==> src/logic/pinshare_pkg.sv <==
/*
 * Package for the port M / analog-digital pin sharing block: widths, reset
 * values, filter timing and carrier structs.
 * Assumes a single 10 MHz bus clock and active-low asynchronous reset.
 */
`default_nettype none

package pinshare_pkg;

	// ============================================================
	// Widths and reset values
	localparam int          AD_WIDTH     = 16;
	localparam int          PM_WIDTH     = 5;
	localparam logic [15:0] AD_RST       = 16'h0000;
	localparam logic [4:0]  PM_RST       = 5'h00;
	localparam logic [4:0]  PM_OE_N_RST  = 5'h1F;

	// ============================================================
	// Port M bit positions (bit 0 of the group is pin 3)
	localparam int PM_BIT_P3 = 0;
	localparam int PM_BIT_P4 = 1;
	localparam int PM_BIT_P5 = 2;
	localparam int PM_BIT_P6 = 3;
	localparam int PM_BIT_P7 = 4;

	// ============================================================
	// Wake-up glitch filter: pulses of this many bus clocks are valid
	localparam int          CLK_PERIOD_NS   = 100;
	localparam int          FILT_VALID_CLKS = 4;
	localparam logic [2:0]  FILT_CNT_MAX    = 3'(FILT_VALID_CLKS - 1);

	// ============================================================
	// Carriers
	typedef struct packed {
		logic [4:0] data;
		logic [4:0] dir;
	} portm_cfg_type;

	typedef struct packed {
		logic [15:0] data;
		logic [15:0] dir;
		logic [15:0] dig_en;
		logic [15:0] wake_en;
		logic [15:0] rise_sel;
	} anadig_cfg_type;

	typedef struct packed {
		logic two_wire_en;
		logic two_wire_scl_o;
		logic two_wire_scl_oe_n;
		logic two_wire_sda_o;
		logic two_wire_sda_oe_n;
		logic serial_tx_en;
		logic serial_tx;
		logic serial_rx_en;
	} periph_req_type;

endpackage : pinshare_pkg

`default_nettype wire

==> src/logic/pin_sharing.sv <==
/*
 * Pin sharing for port M pins 3..7 and the sixteen analog-digital pins,
 * with keypad wake-up flags and interrupt.
 * Assumes pins are resolved by the surroundings from out/enable pairs and
 * that configuration inputs come from registers on CLK_I.
 */
// Function
// RULE_01: Two-wire enable gives pin 7 clock
// RULE_02: Two-wire enable gives pin 6 data
// RULE_03: Transmitter enable makes pin 5 transmit
// RULE_04: Receiver enable makes pin 4 receive
// RULE_05: Reset leaves pins 3-7 undriven inputs
// RULE_06: Pin 3 is always plain I/O
// RULE_07: Analog pins feed converter, optional digital
// RULE_08: Digital analog pins may wake processor
// RULE_09: Read gives pin if input, else latch
// RULE_10: Peripheral ownership overrides direction bit
// RULE_11: Interrupt needs flag and enable together
// RULE_12: Disabled peripheral returns pin to I/O
// RULE_13: Wake enable ignored unless digital enabled
`timescale 1ns/1ps
`default_nettype none

module pin_sharing (
	// Clock and reset
	input  wire logic                        CLK_I,
	input  wire logic                        NRST_I,
	// Port M pins 3..7 (bit 0 is pin 3)
	input  wire logic [4:0]                  PORTM_PIN_I,
	output logic      [4:0]                  PORTM_PIN_O,
	output logic      [4:0]                  PORTM_PIN_OE_N_O,
	// Analog-digital pins
	input  wire logic [15:0]                 ANADIG_PIN_I,
	output logic      [15:0]                 ANADIG_PIN_O,
	output logic      [15:0]                 ANADIG_PIN_OE_N_O,
	// Port configuration
	input  wire pinshare_pkg::portm_cfg_type  PORTM_CFG_I,
	input  wire pinshare_pkg::anadig_cfg_type ANADIG_CFG_I,
	// Peripheral side
	input  wire pinshare_pkg::periph_req_type PERIPH_I,
	output logic                             TWO_WIRE_SCL_O,
	output logic                             TWO_WIRE_SDA_O,
	output logic                             SERIAL_RX_O,
	output logic      [15:0]                 CONVERTER_ANALOG_INPUT_O,
	// Port read-back
	output logic      [4:0]                  PORTM_READ_O,
	output logic      [15:0]                 ANADIG_READ_O,
	// Wake-up flags and interrupt
	input  wire logic [15:0]                 WAKE_FLAG_CLR_I,
	output logic      [15:0]                 WAKE_FLAG_O,
	output logic                             KEYPAD_WAKEUP_O
);

	logic [4:0]  pm_s1_q;
	logic [4:0]  pm_s2_q;
	logic [15:0] ad_s1_q;
	logic [15:0] ad_s2_q;
	logic [4:0]  pm_out_d;
	logic [4:0]  pm_oe_n_d;
	logic [4:0]  pm_out_q;
	logic [4:0]  pm_oe_n_q;
	logic [15:0] ad_out_q;
	logic [15:0] ad_oe_n_q;
	logic [15:0] edge_w;
	logic [15:0] flag_q;
	logic        irq_q;
	logic [4:0]  pm_periph_own;

	// ============================================================
	// Input synchronisers
	always_ff @(posedge CLK_I or negedge NRST_I) begin
		if (!NRST_I) begin
			pm_s1_q <= pinshare_pkg::PM_RST;
			pm_s2_q <= pinshare_pkg::PM_RST;
			ad_s1_q <= pinshare_pkg::AD_RST;
			ad_s2_q <= pinshare_pkg::AD_RST;
		end else begin
			pm_s1_q <= PORTM_PIN_I;
			pm_s2_q <= pm_s1_q;
			ad_s1_q <= ANADIG_PIN_I;
			ad_s2_q <= ad_s1_q;
		end
	end

	// ============================================================
	// Port M ownership
	always_comb begin
		pm_periph_own = 5'h00;
		pm_periph_own[pinshare_pkg::PM_BIT_P7] = PERIPH_I.two_wire_en; // RULE_01
		pm_periph_own[pinshare_pkg::PM_BIT_P6] = PERIPH_I.two_wire_en; // RULE_02
		pm_periph_own[pinshare_pkg::PM_BIT_P5] = PERIPH_I.serial_tx_en; // RULE_03
		pm_periph_own[pinshare_pkg::PM_BIT_P4] = PERIPH_I.serial_rx_en; // RULE_04
	end

	always_comb begin
		// General-purpose default; peripherals override below
		pm_out_d  = PORTM_CFG_I.data; // RULE_06 RULE_12
		pm_oe_n_d = ~PORTM_CFG_I.dir;
		if (PERIPH_I.two_wire_en) begin
			pm_out_d[pinshare_pkg::PM_BIT_P7]  = PERIPH_I.two_wire_scl_o; // RULE_01
			pm_oe_n_d[pinshare_pkg::PM_BIT_P7] = PERIPH_I.two_wire_scl_oe_n; // RULE_10
			pm_out_d[pinshare_pkg::PM_BIT_P6]  = PERIPH_I.two_wire_sda_o; // RULE_02
			pm_oe_n_d[pinshare_pkg::PM_BIT_P6] = PERIPH_I.two_wire_sda_oe_n; // RULE_10
		end
		if (PERIPH_I.serial_tx_en) begin
			pm_out_d[pinshare_pkg::PM_BIT_P5]  = PERIPH_I.serial_tx; // RULE_03
			pm_oe_n_d[pinshare_pkg::PM_BIT_P5] = 1'b0;
		end
		if (PERIPH_I.serial_rx_en) begin
			// Receive pin is input only, whatever the direction bit says
			pm_out_d[pinshare_pkg::PM_BIT_P4]  = 1'b0; // RULE_04
			pm_oe_n_d[pinshare_pkg::PM_BIT_P4] = 1'b1; // RULE_10
		end
	end

	// Registered pin drive; reset leaves every pin undriven
	always_ff @(posedge CLK_I or negedge NRST_I) begin
		if (!NRST_I) begin
			pm_out_q  <= pinshare_pkg::PM_RST;
			pm_oe_n_q <= pinshare_pkg::PM_OE_N_RST; // RULE_05
		end else begin
			pm_out_q  <= pm_out_d;
			pm_oe_n_q <= pm_oe_n_d;
		end
	end

	assign PORTM_PIN_O      = pm_out_q;
	assign PORTM_PIN_OE_N_O = pm_oe_n_q;

	// Peripheral inputs see the synchronised pin only while they own it
	assign TWO_WIRE_SCL_O = pm_periph_own[pinshare_pkg::PM_BIT_P7]
	                      ? pm_s2_q[pinshare_pkg::PM_BIT_P7] : 1'b1; // RULE_01 RULE_12
	assign TWO_WIRE_SDA_O = pm_periph_own[pinshare_pkg::PM_BIT_P6]
	                      ? pm_s2_q[pinshare_pkg::PM_BIT_P6] : 1'b1; // RULE_02 RULE_12
	assign SERIAL_RX_O    = pm_periph_own[pinshare_pkg::PM_BIT_P4]
	                      ? pm_s2_q[pinshare_pkg::PM_BIT_P4] : 1'b1; // RULE_04 RULE_12

	// Read-back mirrors the direction register, even under a peripheral
	assign PORTM_READ_O = (pm_s2_q & ~PORTM_CFG_I.dir)
	                    | (PORTM_CFG_I.data & PORTM_CFG_I.dir); // RULE_09

	// ============================================================
	// Analog-digital port
	// The converter always sees the raw pin; the digital buffer is optional
	assign CONVERTER_ANALOG_INPUT_O = ANADIG_PIN_I; // RULE_07

	always_ff @(posedge CLK_I or negedge NRST_I) begin
		if (!NRST_I) begin
			ad_out_q  <= pinshare_pkg::AD_RST;
			ad_oe_n_q <= ~pinshare_pkg::AD_RST;
		end else begin
			ad_out_q  <= ANADIG_CFG_I.data;
			ad_oe_n_q <= ~ANADIG_CFG_I.dir; // RULE_07
		end
	end

	assign ANADIG_PIN_O      = ad_out_q;
	assign ANADIG_PIN_OE_N_O = ad_oe_n_q;

	// Input buffer disabled reads zero, saving power on analog pins
	assign ANADIG_READ_O = (ad_s2_q & ANADIG_CFG_I.dig_en & ~ANADIG_CFG_I.dir)
	                     | (ANADIG_CFG_I.data & ANADIG_CFG_I.dir); // RULE_09

	// ============================================================
	// Wake-up filters, one per pin
	genvar gi;
	generate
		for (gi = 0; gi < pinshare_pkg::AD_WIDTH; gi++) begin : g_wake
			wake_filter u_filt (
				.CLK_I   (CLK_I),
				.NRST_I  (NRST_I),
				.level_i (ad_s2_q[gi]),
				.rise_i  (ANADIG_CFG_I.rise_sel[gi]),
				.edge_o  (edge_w[gi])
			);
		end
	endgenerate

	// Sticky flags; a new edge wins over a clear in the same cycle
	always_ff @(posedge CLK_I or negedge NRST_I) begin
		if (!NRST_I) begin
			flag_q <= pinshare_pkg::AD_RST;
		end else begin
			flag_q <= (flag_q & ~WAKE_FLAG_CLR_I) | (edge_w & ANADIG_CFG_I.dig_en); // RULE_08
		end
	end

	always_ff @(posedge CLK_I or negedge NRST_I) begin
		if (!NRST_I) begin
			irq_q <= 1'b0;
		end else begin
			irq_q <= |(flag_q & ANADIG_CFG_I.wake_en & ANADIG_CFG_I.dig_en); // RULE_11 RULE_13
		end
	end

	assign WAKE_FLAG_O     = flag_q;
	assign KEYPAD_WAKEUP_O = irq_q;
endmodule : pin_sharing

`default_nettype wire

==> src/logic/wake_filter.sv <==
/*
 * One wake-up pin: glitch filter and edge detect on an already
 * synchronised level. Assumes the input passed two flip-flops upstream.
 */
`timescale 1ns/1ps
`default_nettype none

module wake_filter (
	// Clock and reset
	input  wire logic CLK_I,
	input  wire logic NRST_I,
	// Level and polarity
	input  wire logic level_i,
	input  wire logic rise_i,
	// Qualified edge
	output logic      edge_o
);

	logic [2:0] cnt_q;
	logic       stable_q;

	// ============================================================
	// Filter: a level must hold FILT_VALID_CLKS clocks to be accepted, or only one clock if it reverses a change accepted on the clock before
	always_ff @(posedge CLK_I or negedge NRST_I) begin
		if (!NRST_I) begin
			cnt_q <= 3'h0;
		end else if (level_i == stable_q) begin
			cnt_q <= 3'h0;
		end else if (cnt_q != pinshare_pkg::FILT_CNT_MAX) begin
			cnt_q <= cnt_q + 3'h1;
		end
	end

	always_ff @(posedge CLK_I or negedge NRST_I) begin
		if (!NRST_I) begin
			stable_q <= 1'b0;
		end else if (level_i != stable_q && cnt_q == pinshare_pkg::FILT_CNT_MAX) begin
			stable_q <= level_i;
		end
	end

	assign edge_o = (level_i != stable_q) && (cnt_q == pinshare_pkg::FILT_CNT_MAX)
	                && (level_i == rise_i);

endmodule : wake_filter

`default_nettype wire

==> config.mk <==
export PLATFORM = sky130hd
export DESIGN_NAME = pin_sharing
export DESIGN_NICKNAME = d
export VERILOG_FILES = /design/src/logic/pinshare_pkg.sv /design/src/logic/pin_sharing.sv /design/src/logic/wake_filter.sv
export SDC_FILE = /design/constraint.sdc
export NUM_CORES = 1
export LEC_CHECK = 0
export ABC_AREA = 1
export BUFFER_PORTS_ARGS = -buffer_cell sky130_fd_sc_hd__buf_4
export CAP_MARGIN = 25
export CORE_MARGIN = 2
export CORE_UTILIZATION = 45
export CTS_CLUSTER_DIAMETER = 30
export CTS_CLUSTER_SIZE = 40
export DETAILED_ROUTE_END_ITERATION = 12
export PLACE_DENSITY_LB_ADDON = 0.05
export SETUP_SLACK_MARGIN = 0.5
export SYNTH_ARGS = -nofsm -noshare
export SYNTH_HDL_FRONTEND = slang
export SYNTH_SLANG_ARGS = --single-unit
==> constraint.sdc <==
create_clock -name CLK_I -period 1.6 [get_ports CLK_I]
set_input_delay 0.32 -clock CLK_I [delete_from_list [all_inputs] [get_ports CLK_I]]
set_output_delay 0.32 -clock CLK_I [all_outputs]
set_load 0.02 [all_outputs]
==> results of run 1 <==
-- logic make-up (layout without fill, tap and decap cells) --
logic type               Yosys count  after routing  synth area share, %
AO/OA/AOI/OAI                    100            100                 7.10
AND/OR/NAND/NOR                  272            272                 15.5
XOR/XNOR                          17             17                 2.11
buffers and inverters            173            514                 10.4
multiplexers                       2              2                0.319
adder cells (fa/ha/maj)           32             32                 5.68
flip-flops                       165            165                 58.9
-- cell usage after synthesis --
cell type and number:
dfrtp_1 144, inv_1 139, nor2_1 114, nand2_1 106, o21ai_0 83, nand3_1 48
ha_1 32, dfstp_2 21, a21oi_1 17, buf_2 16, buf_4 16, xor2_1 16
nor2_2 3, mux2_2 2, clkbuf_2 1, inv_2 1, nand4_1 1, xnor2_1 1
-- worst register-to-register path, delay by kind of cell (launching register included) --
kind / cells / cell delay [ns]
adders and majority gates: 2 / 0.41
buffers and inverters: 1 / 0.06
and+or+nand+nor: 1 / 0.06
DFF: 1 / 0.39
AOI/OAI and AO/OA: 2 / 0.15
-- sequential cells by signal (all words and copies together) (netlist names) --
name                    count
g_wake.u_filt.cnt_q        48
ANADIG_PIN_OE_N_O          16
ANADIG_PIN_O               16
WAKE_FLAG_O                16
ad_s1_q                    16
ad_s2_q                    16
g_wake.u_filt.stable_q     16
PORTM_PIN_OE_N_O            5
PORTM_PIN_O                 5
pm_s1_q                     5
pm_s2_q                     5
KEYPAD_WAKEUP_O             1
-- final cells by class --
class	instances	area [um2]	area share (%)
Clock buffer	23	478	4.27
Inverter	140	526	4.69
Tap cell	211	264	2.36
Clock inverter	9	125	1.12
Sequential cell	165	4160	37.1
Multi-Input combinational cell	423	2640	23.6
Timing Repair Buffer	342	3000	26.8
-- final timing paths --
check,cells past startpoint,to
worst max-delay path,3,ANADIG_READ_O[4]
worst min-delay path,1,ad_s1_q[15]
worst max register to register,6,g_wake[3].u_filt.cnt_q[1]
worst min register to register,0,ad_s2_q[8]
max in group asynchronous,3,ANADIG_PIN_OE_N_O[15]
min in group asynchronous,2,WAKE_FLAG_O[5]
-- metrics by stage --
step	hold slack (ns)	setup WS, ns	power [uW]	utilization [%]	area, um2
after floorplan	0.0244	0.462	7990	-	7380
after detailed placement	0.184	0.421	9030	60.1	9170
after CTS	0.00127	0.108	13800	70.5	10800
final	0.0183	0.159	14300	73.4	11200
after global placement	0.187	0.440	8920	60.1	9170
after global routing	0.000565	0.122	15300	73.4	11200
-- power by group through the flow --
stage | clock network (uW) | logic, uW | registers [uW]
after floorplan | 0 | 2440 | 5550
after global placement | 0 | 3440 | 5480
after detailed placement | 0 | 3520 | 5510
after CTS | 4250 | 4170 | 5400
after global routing | 4460 | 5250 | 5540
final | 4150 | 4680 | 5450
-- per-layer routing --
| layer | part of all wire, % | global-route usage [%] | vias up |
|---|---|---|---|
| met5 | 0 | 0 | - |
| met4 | 2.3 | 8.12 | 0 |
| met3 | 6.8 | 5.16 | 31 |
| met2 | 49 | 32.6 | 185 |
| met1 | 42 | 24.4 | 2706 |
| li1 | - | - | 2992 |
-- timing repair --
action	in CTS	in global routing
setup endpoints to repair	118	149
pin swaps	45	67
hold buffers	30	1
gates resized for setup	83	93
buffers inserted	49	23
cloned	0	0
endpoints found under the hold margin	46	1
==> summary.md, run 1 <==
| Metric | Value |
|---|---|
| Seq/Total Area, Yosys | between 50% and 60% |
| Slowest-stage cell, CP | dfrtp_1 |
| DR iter-0 viols | 237 |
| Initial core utilization | 46.2% |
| Synth top area share | 51.1% |
| Min-delay worst type | input port to flip-flop |
| PwrDens | 1280 mW/mm2 |
| R2R Path Start | g_wake[3].u_filt.cnt_q[0] |
| Total GRT Usage | 19.6% |
| Remaining DRCs | 0 |
| Initial antenna violation count | 0 |
| Largest net degree at the start of global routing | 48 |
| Worst-margin pin slew | 0.296 ns |
| Maximum level of the CTS H-tree | 4 |
| IO Count | 236 |
| CTS Sinks | 165 |
| Antenna Cells | 0 |
| Area leader, netlist | dfrtp_1 |
| DRT antenna net count | 0 |
| Clk_lat worst skew | 0.42 ns |
| Setup TNS | 0 ns |
| WP data required | 1.28 ns |
| Critical Path Start | ad_s2_q[4] |
| Number of global-route vias before repair | approximately 5600 |
| P_leak | between 0.005 and 0.006 uW |
| Synthesized instance count | 761 |
| Relative slew slack | about 80% |
| Status | finished clean |
| Worst-case clock buffer depth | 2 |
| Worst vdd ir | 0.825 mV |
| Comb pwr share | 32.8% |
| Internal power | 9940 uW |
| Global-route wire length before repair | 25600 um |
| Layout cells sized above 1 | 42.1% |
| Clock Power Share | ~29% |
| Max cap viols | 0 |
| Area grow syn2layout | 58.8% |
| Cell family with most CP delay | flip-flops |
| Die Area | 0.0167 mm2 |
| Fillcell total | 1130 |
| Num CTS Buffers | 17 |
| Flop pwr share | 38.2% |
| Critical path type | flip-flop to primary output |
| Placer Congestion | 0.763 |
| Slew Viols, Final | 0 |
| Setup crit end kind | primary output |
| Peak fanout along the critical path | 2 |
| Final worst path period share | around nine tenths |
| Most frequent cells in the layout | 223 x buf_4, 144 x dfrtp_1, 132 x inv_1 |
| Most common cell after layout, fill and taps aside | buf_4 |
| R2R setup slack | 0.43 ns |
| Via Count | 5914 |
| Netlist cell types | 18 |
| Net Count, Synth | 930 |
| FP Rows | 45 |
| Clock tree from TritonCTS | yes |
| Die W | 129 um |
| Ys Warns | 0 |
| Worst path arrival time | 1.12 ns |
| Worst path max stage delay | 0.42 ns |
| Remaining global-route overflow | 0 |
| Synth Register Bits | approximately 170 |
| Max frequency | 694 MHz |
| WL final | 16200 um |
| Critical path buffers and inverters | 1 |
| Final min period | roughly 1.4 ns |
| Critical Path Source Type | flip-flop |
| Dpl hpwl | 10800 um |
| Core Area | 0.0153 mm2 |
| Crit-path cells | nand3_1 -> nand2_1 -> buf_6 |
| Switching power | 4340 uW |
| Post-DR vias/cell | 4.50 |
| Pre-antenna DRT Iters | 4 |
| Avg Cell Area, Syn | 9.26 um2 |
| PortBufs | 235 |
| Dpl cells | approximately 1200 |
| Worst Min Path Start | ANADIG_PIN_I[15] |
| Final net count | 1258 |
| Clock Skews | about 0.0048 ns |
| Routed WL per cell | ~12 um |
| Clk slew on worst S/H paths | 0.06 ns |
| Sw Share | between 30% and 40% |
| Root buf cell | clkbuf_16 |
| Top cells by area, synth | dfrtp_1 51%, dfstp_2 7.8%, inv_1 7.4%, nor2_1 6.1%, o21ai_0 5.9% |
| RSZ-0062 raised after global routing | true |
| Layout Cells excl Fill | 1313 |
| Mapped cell area | a little over 0.007 mm2 |
| Hold Vio Cnt, Final | 0 |
| Die height | between 100 and 150 um |
| Final setup vio count | 0 |
Note: power is estimated with default switching activity, not from simulation.
==> run 2, diff against run 1 <==
- GPL_TIMING_DRIVEN: unset -> 0
==> run 2 against run 1 <==
  * The run now ends with hold timing left
  * Clock power rose by 13%
  * Fmax rose by 0.39%
  * Power rose by 9.9%
  * Via count rose by 2.2%
  * Highest routed layer unchanged
==> summary.md, run 2 (synthesis gave the netlist of run 1 again) <==
| Metric | Value |
|---|---|
| Remaining DRCs | 0 (unchanged) |
| Core Area | 0.0153 mm2 (unchanged) |
| Largest net degree at the start of global routing | 107 (+120%) |
| Antenna Cells | 0 (unchanged) |
| Area grow syn2layout | 70.3% |
| Number of global-route vias before repair | 5692 (+2.4%) |
| Tot Pwr | 15700 uW (+9.9%) |
| Grt met1 use | 24.0% (-0.41 points) |
| Max cap viols | 0 (unchanged) |
| DR iter-0 viols | 239 (+0.84%) |
| Die Area | 0.0167 mm2 (unchanged) |
| Violated checks | hold timing |
| Placer Congestion | 0.761 (-0.28%) |
| Worst-case clock buffer depth | 2 (unchanged) |
| Final net count | 1295 (+2.9%) |
| Critical path type | flip-flop to primary output |
| Clock tree from TritonCTS | yes |
| Maximum level of the CTS H-tree | 4 (unchanged) |
| Hold_ws | -0.190 ns (-0.208 ns) |
| Worst-margin pin slew | 0.532 ns (+0.236 ns) |
| Pre-antenna DRT Iters | 4 (unchanged) |
| Num CTS Buffers | 17 (unchanged) |
| WP data required | 1.28 ns (about the same) |
| Status | finished with violations |
| DRT antenna net count | 0 (unchanged) |
| Worst R2R Path Depth | 7 (+1) |
| Fillcell total | 1016 (-10%) |
| Clk slew on worst S/H paths | 0.06 ns (about the same) |
| Biggest register | g_wake.u_filt.cnt_q |
| Layout Cells excl Fill | 1350 (+2.8%) |
| Clock Skews | 0.00920 ns (+0.00441 ns) |
| Worst vdd ir | 1.19 mV (+45%) |
| Dpl hpwl | 10700 um (-1.6%) |
| Post-DR vias/cell | 4.48 (-0.60%) |
| PwrDens | 1310 mW/mm2 (+2.5%) |
| Crit Reg-Reg Endpoint | g_wake[14].u_filt.cnt_q[1] |
| Final Core Density | 78.7% (+5.3 points) |
| CTS Sinks | 165 (unchanged) |
| Met2 usage | 31.3% (-1.3 points) |
| WL final | 16600 um (+2.2%) |
| Peak fanout along the critical path | 4 (+2) |
| Routed WL per cell | 12.3 um (-0.56%) |
| Gr busiest metal | met2 |
| Most common cell after layout, fill and taps aside | buf_4 |
| Slowest-stage cell, CP | dfrtp_2 |
| Die W | 129 um (unchanged) |
| Most frequent cells in the layout | 235 x buf_4, 143 x dfrtp_1, 133 x inv_1 |
| P_leak | 0.00613 uW (+6.1%) |
| Max reg flops | 48 (unchanged) |
| Clk_lat worst skew | 0.42 ns (about the same) |
| Met3 usage in global routing | 5.99% (+0.83 points) |
| FP Rows | 45 (unchanged) |
| Critical Path Source Type | flip-flop |
| IO Count | 236 (unchanged) |
| Initial core utilization | 46.2% (unchanged) |
| Setup crit end kind | primary output |
| Worst path max stage delay | 0.44 ns (+0.02 ns) |
| Final min period | 1.44 ns (-0.00560 ns) |
| Crit-path cells | nand3_2 -> nand2_2 -> buf_6 |
| R2R setup slack | 0.35 ns (-0.08 ns) |
| Final worst path period share | 89.7% (-0.35 points) |
| RSZ-0062 raised after global routing | true |
| Total GRT Usage | 19.1% (-0.50 points) |
| R2R Path Start | g_wake[14].u_filt.cnt_q[0] |
| Slew Viols, Final | 0 (unchanged) |
| Via Count | 6044 (+2.2%) |
| Layout cells sized above 1 | 48.6% (+6.4 points) |
| Worst path arrival time | 1.12 ns (about the same) |
| Dpl cells | 1207 (+2.5%) |
| Hold Vio Cnt, Final | 52 (+52) |
| Global-route wire length before repair | 25200 um (-1.3%) |
| Final setup vio count | 0 (unchanged) |
| Remaining global-route overflow | 0 (unchanged) |
| Relative slew slack | 64.5% (-16 points) |
| Initial antenna violation count | 0 (unchanged) |
| Min-delay worst type | input port to async pin |
| Max frequency | 697 MHz (+0.39%) |
| PortBufs | 234 (-0.43%) |
| Fin worst setup slack | 0.165 ns (+0.00560 ns) |
| Pre-CTS setup slack | 0.393 ns (-0.0283 ns) |
| Root buf cell | clkbuf_16 |
| Die height | 129 um (unchanged) |
==> run 2: cell types whose count changed in the layout (fill, tap and decap cells not counted), sizes merged <==
cell         before  now
buf             311  343
bufinv            3    6
clkinvlp          2    3
clkbuf           23   22
dlygate4sd3      31   35
clkinv            4    2
==> run 2: critical path: cells and delay by family, from the launching register on <==
family	cells	cell delay [ns]
flip-flops	1	0.44
buffers and inverters	1	0.12
AND/OR/NAND/NOR	2	0.13
==> run 2: timing repair <==
| action | 4_1_cts | 5_1_grt |
|---|---|---|
| setup buffers | 47 | 29 |
| hold buffers | 34 | 1 |
| resized for setup | 175 | 112 |
| endpoints found under the setup margin | 160 | 164 |
| hold endpoints to repair | 86 | 53 |
| pin swaps | 71 | 68 |
==> run 2: per-layer routing <==
metal / routed length (um) / vias up
li1: - / 3066
met1: 6970 / 2802
met2: 8330 / 159
met3: 1080 / 17
met4: 202 / 0
met5: 0 / -
==> run 2: worst max path at each step <==
stage | from | end | slack, ns | cells past startpoint
2_1_floorplan | g_wake[14].u_filt.cnt_q[0] | g_wake[14].u_filt.cnt_q[1] | 0.46 | 7
3_3_place_gp | NRST_I | ANADIG_PIN_O[7] | -0.72 | 1
3_5_place_dp | g_wake[8].u_filt.cnt_q[1] | g_wake[8].u_filt.cnt_q[1] | 0.39 | 7
4_1_cts | ad_s2_q[4] | ANADIG_READ_O[4] | 0.10 | 3
5_1_grt | ad_s2_q[4] | ANADIG_READ_O[4] | 0.11 | 3
6_report | ad_s2_q[4] | ANADIG_READ_O[4] | 0.16 | 3
==> run 2: metrics by stage <==
step / cell area, um2 / TNS [ns]
4_1_cts: 11400 / 0
3_5_place_dp: 9440 / 0
6_report: 12000 / 0
3_3_place_gp: 9400 / -106.79
5_1_grt: 12000 / 0
2_1_floorplan: 7380 / 0
==> run 2: layout make-up <==
type	instances	area, um2	share of cell area, %
clock buffers	21	470	3.92
well taps	211	264	2.20
flip-flops and latches	165	4160	34.6
plain buffers	33	380	3.17
inverters	140	538	4.48
multi-input cells	423	2920	24.3
clock inverters	11	220	1.83
repair buffers	346	3060	25.5
==> run 2: power by group <==
group	switching (uW)	internal, uW	total (uW)
registers	458	4980	5440
clock network	1640	3060	4700
logic	2650	2910	5560
==> run 3, diff against run 2 <==
- MAX_ROUTING_LAYER: unset -> met4
==> run 3 against run 2 <==
  * The run still ends with hold timing left
  * Critical path depth unchanged
  * Register-to-register slack about the same
  * Core utilization increased by 0.066 points
  * Sequential share of layout area about the same
  * Fmax decreased by 0.29%
  * Largest cell class unchanged
==> summary.md, run 3 (synthesis gave the netlist of run 1 again) <==
| Metric | Value |
|---|---|
| Clk slew on worst S/H paths | 0.06 ns (about the same) |
| DR iter-0 viols | 232 (-2.9%) |
| Final worst path period share | 90.0% (+0.26 points) |
| Number of global-route vias before repair | 5675 (-0.30%) |
| Core Area | 0.0153 mm2 (unchanged) |
| Worst path max stage delay | 0.44 ns (about the same) |
| Hold Vio Cnt, Final | 52 (unchanged) |
| RSZ-0062 raised after global routing | true |
| Min-delay worst type | input port to async pin |
| Maximum level of the CTS H-tree | 4 (unchanged) |
| Setup crit end kind | primary output |
| Placed cell area | 0.00944 mm2 (unchanged) |
| Die Area | 0.0167 mm2 (unchanged) |
| Worst vdd ir | 1.20 mV (+0.13%) |
| Worst R2R Path Depth | 7 (unchanged) |
| Critical path buffers and inverters | 1 (unchanged) |
| Critical Path Start | ad_s2_q[4] |
| Total GRT Usage | 19.8% (+0.68 points) |
| Final instance area | 0.0120 mm2 (about the same) |
| Max reg flops | 48 (unchanged) |
| Critical path type | flip-flop to primary output |
| Remaining global-route overflow | 0 (unchanged) |
| Pre-antenna DRT Iters | 4 (unchanged) |
| Global-route wire length before repair | 25300 um (+0.13%) |
| Peak fanout along the critical path | 4 (unchanged) |
| CTS Sinks | 165 (unchanged) |
| Most frequent cells in the layout | 235 x buf_4, 143 x dfrtp_1, 133 x inv_1 |
| Worst-case clock buffer depth | 2 (unchanged) |
| Hold_ws | -0.195 ns (-0.00525 ns) |
| Crit Reg-Reg Endpoint | g_wake[14].u_filt.cnt_q[1] |
| FP Rows | 45 (unchanged) |
| Dpl hpwl | 10700 um (unchanged) |
| Slowest-stage cell, CP | dfrtp_2 |
| PwrDens | 1310 mW/mm2 (about the same) |
| Largest net degree at the start of global routing | 107 (unchanged) |
| Clock Skews | 0.00890 ns (-0.000298 ns) |
| Crit-path cells | nand3_2 -> nand2_2 -> buf_6 |
| Area grow syn2layout | 70.5% (about the same) |
| Max frequency | 695 MHz (-0.29%) |
| Biggest register | g_wake.u_filt.cnt_q |
| Multi-input logic area | 0.00292 mm2 (unchanged) |
| Met2 usage | 31.3% (about the same) |
| Num CTS Buffers | 17 (unchanged) |
| Clock tree from TritonCTS | yes |
| Antenna Cells | 0 (unchanged) |
| Final net count | 1296 (+0.077%) |
| Relative slew slack | 64.5% (about the same) |
| Fillcell total | 1012 (-0.39%) |
| Worst path arrival time | 1.12 ns (about the same) |
| Dpl cells | 1207 (unchanged) |
| Clk_lat worst skew | 0.43 ns (about the same) |
| Storage cell area | 0.00416 mm2 (unchanged) |
| DRT antenna net count | 0 (unchanged) |
| Max cap viols | 0 (unchanged) |
| WP data required | 1.28 ns (about the same) |
| Placer Congestion | 0.771 (+1.3%) |
| Remaining DRCs | 0 (unchanged) |
| Layout Cells excl Fill | 1351 (+0.074%) |
| Initial core utilization | 46.2% (unchanged) |
| WL final | 16600 um (+0.25%) |
| R2R Path Start | g_wake[14].u_filt.cnt_q[0] |
| Post-DR vias/cell | 4.49 (+0.27%) |
| Worst-margin pin slew | 0.533 ns (+0.000890 ns) |
| IO Count | 236 (unchanged) |
| Root buf cell | clkbuf_16 |
| Cell family with most CP delay | flip-flops |
| Final Core Density | 78.8% (about the same) |
| Initial antenna violation count | 0 (unchanged) |
| Final min period | 1.44 ns (+0.00420 ns) |
| Layout cells sized above 1 | 48.5% (about the same) |
| Met3 usage in global routing | 6.56% (+0.58 points) |
| Final setup vio count | 0 (unchanged) |
| P_leak | 0.00613 uW (about the same) |
| Gr busiest metal | met2 |
| Die height | 129 um (unchanged) |
| Status | finished with violations |
| Grt met1 use | 24.4% (+0.38 points) |
| Tot Pwr | 15700 uW (about the same) |
| PortBufs | 234 (unchanged) |
| Routed WL per cell | 12.3 um (+0.18%) |
| R2R setup slack | 0.35 ns (about the same) |
| Critical Path Source Type | flip-flop |
| Most common cell after layout, fill and taps aside | buf_4 |
| Die W | 129 um (unchanged) |
| Violated checks | hold timing |
| Via Count | 6065 (+0.35%) |
| Slew Viols, Final | 0 (unchanged) |
-- run 3: through the flow --
stage          hold WS, ns  worst slack (ns)  setup TNS [ns]
2_1_floorplan       0.0244             0.462               0
3_3_place_gp         0.332            -0.722         -106.79
3_5_place_dp         0.277             0.393               0
4_1_cts             -0.188             0.100               0
5_1_grt             -0.180             0.103               0
6_report            -0.195             0.161               0
-- run 3: worst reg2reg max path, stage by stage (launching register included) --
cell,delay [ns]
dfrtp_1,0.39
ha_2,0.21
ha_4,0.16
clkbuf_16,0.16
nand2_2,0.06
nand2_1,0.05
o21ai_1,0.07
inv_1,0.05
-- run 3: report_power, final --
group	total (uW)	switching (uW)	internal (uW)	leakage (uW)
Sequential	5440	458	4980	0.00203
Clock	4700	1640	3060	0.000326
Combinational	5560	2650	2910	0.00378
Total	15700	4750	11000	0.00613
-- run 3: per-layer routing --
| metal | share of wire (%) | routed length, um |
|---|---|---|
| met5 | 0 | 0 |
| met4 | 1.1 | 183 |
| met3 | 6.5 | 1080 |
| met2 | 50 | 8370 |
| met1 | 42 | 6990 |
-- run 3: final cells by class --
cell class	instances	area share (%)
multi-input combinational	423	24.3
sequential	165	34.6
tap	211	2.20
clock buffer	21	3.92
buffer	33	3.17
clock inverter	11	1.83
timing repair buffer	347	25.5
inverter	140	4.48
-- run 3: timing repair --
item                                   in CTS  in global routing
pin swaps                                  71                 68
hold buffers                               34                  2
resized for setup                         175                112
endpoints found under the hold margin      86                 54
setup endpoints to repair                 160                164
cloned                                      0                  0
setup buffers                              47                 29
-- run 3: worst max path at each step --
stage	end	slack, ns	cells past startpoint
after floorplan	g_wake[14].u_filt.cnt_q[1]	0.46	7
after global placement	ANADIG_PIN_O[7]	-0.72	1
after detailed placement	g_wake[8].u_filt.cnt_q[1]	0.39	7
after CTS	ANADIG_READ_O[4]	0.10	3
after global routing	ANADIG_READ_O[4]	0.10	3
final	ANADIG_READ_O[4]	0.16	3
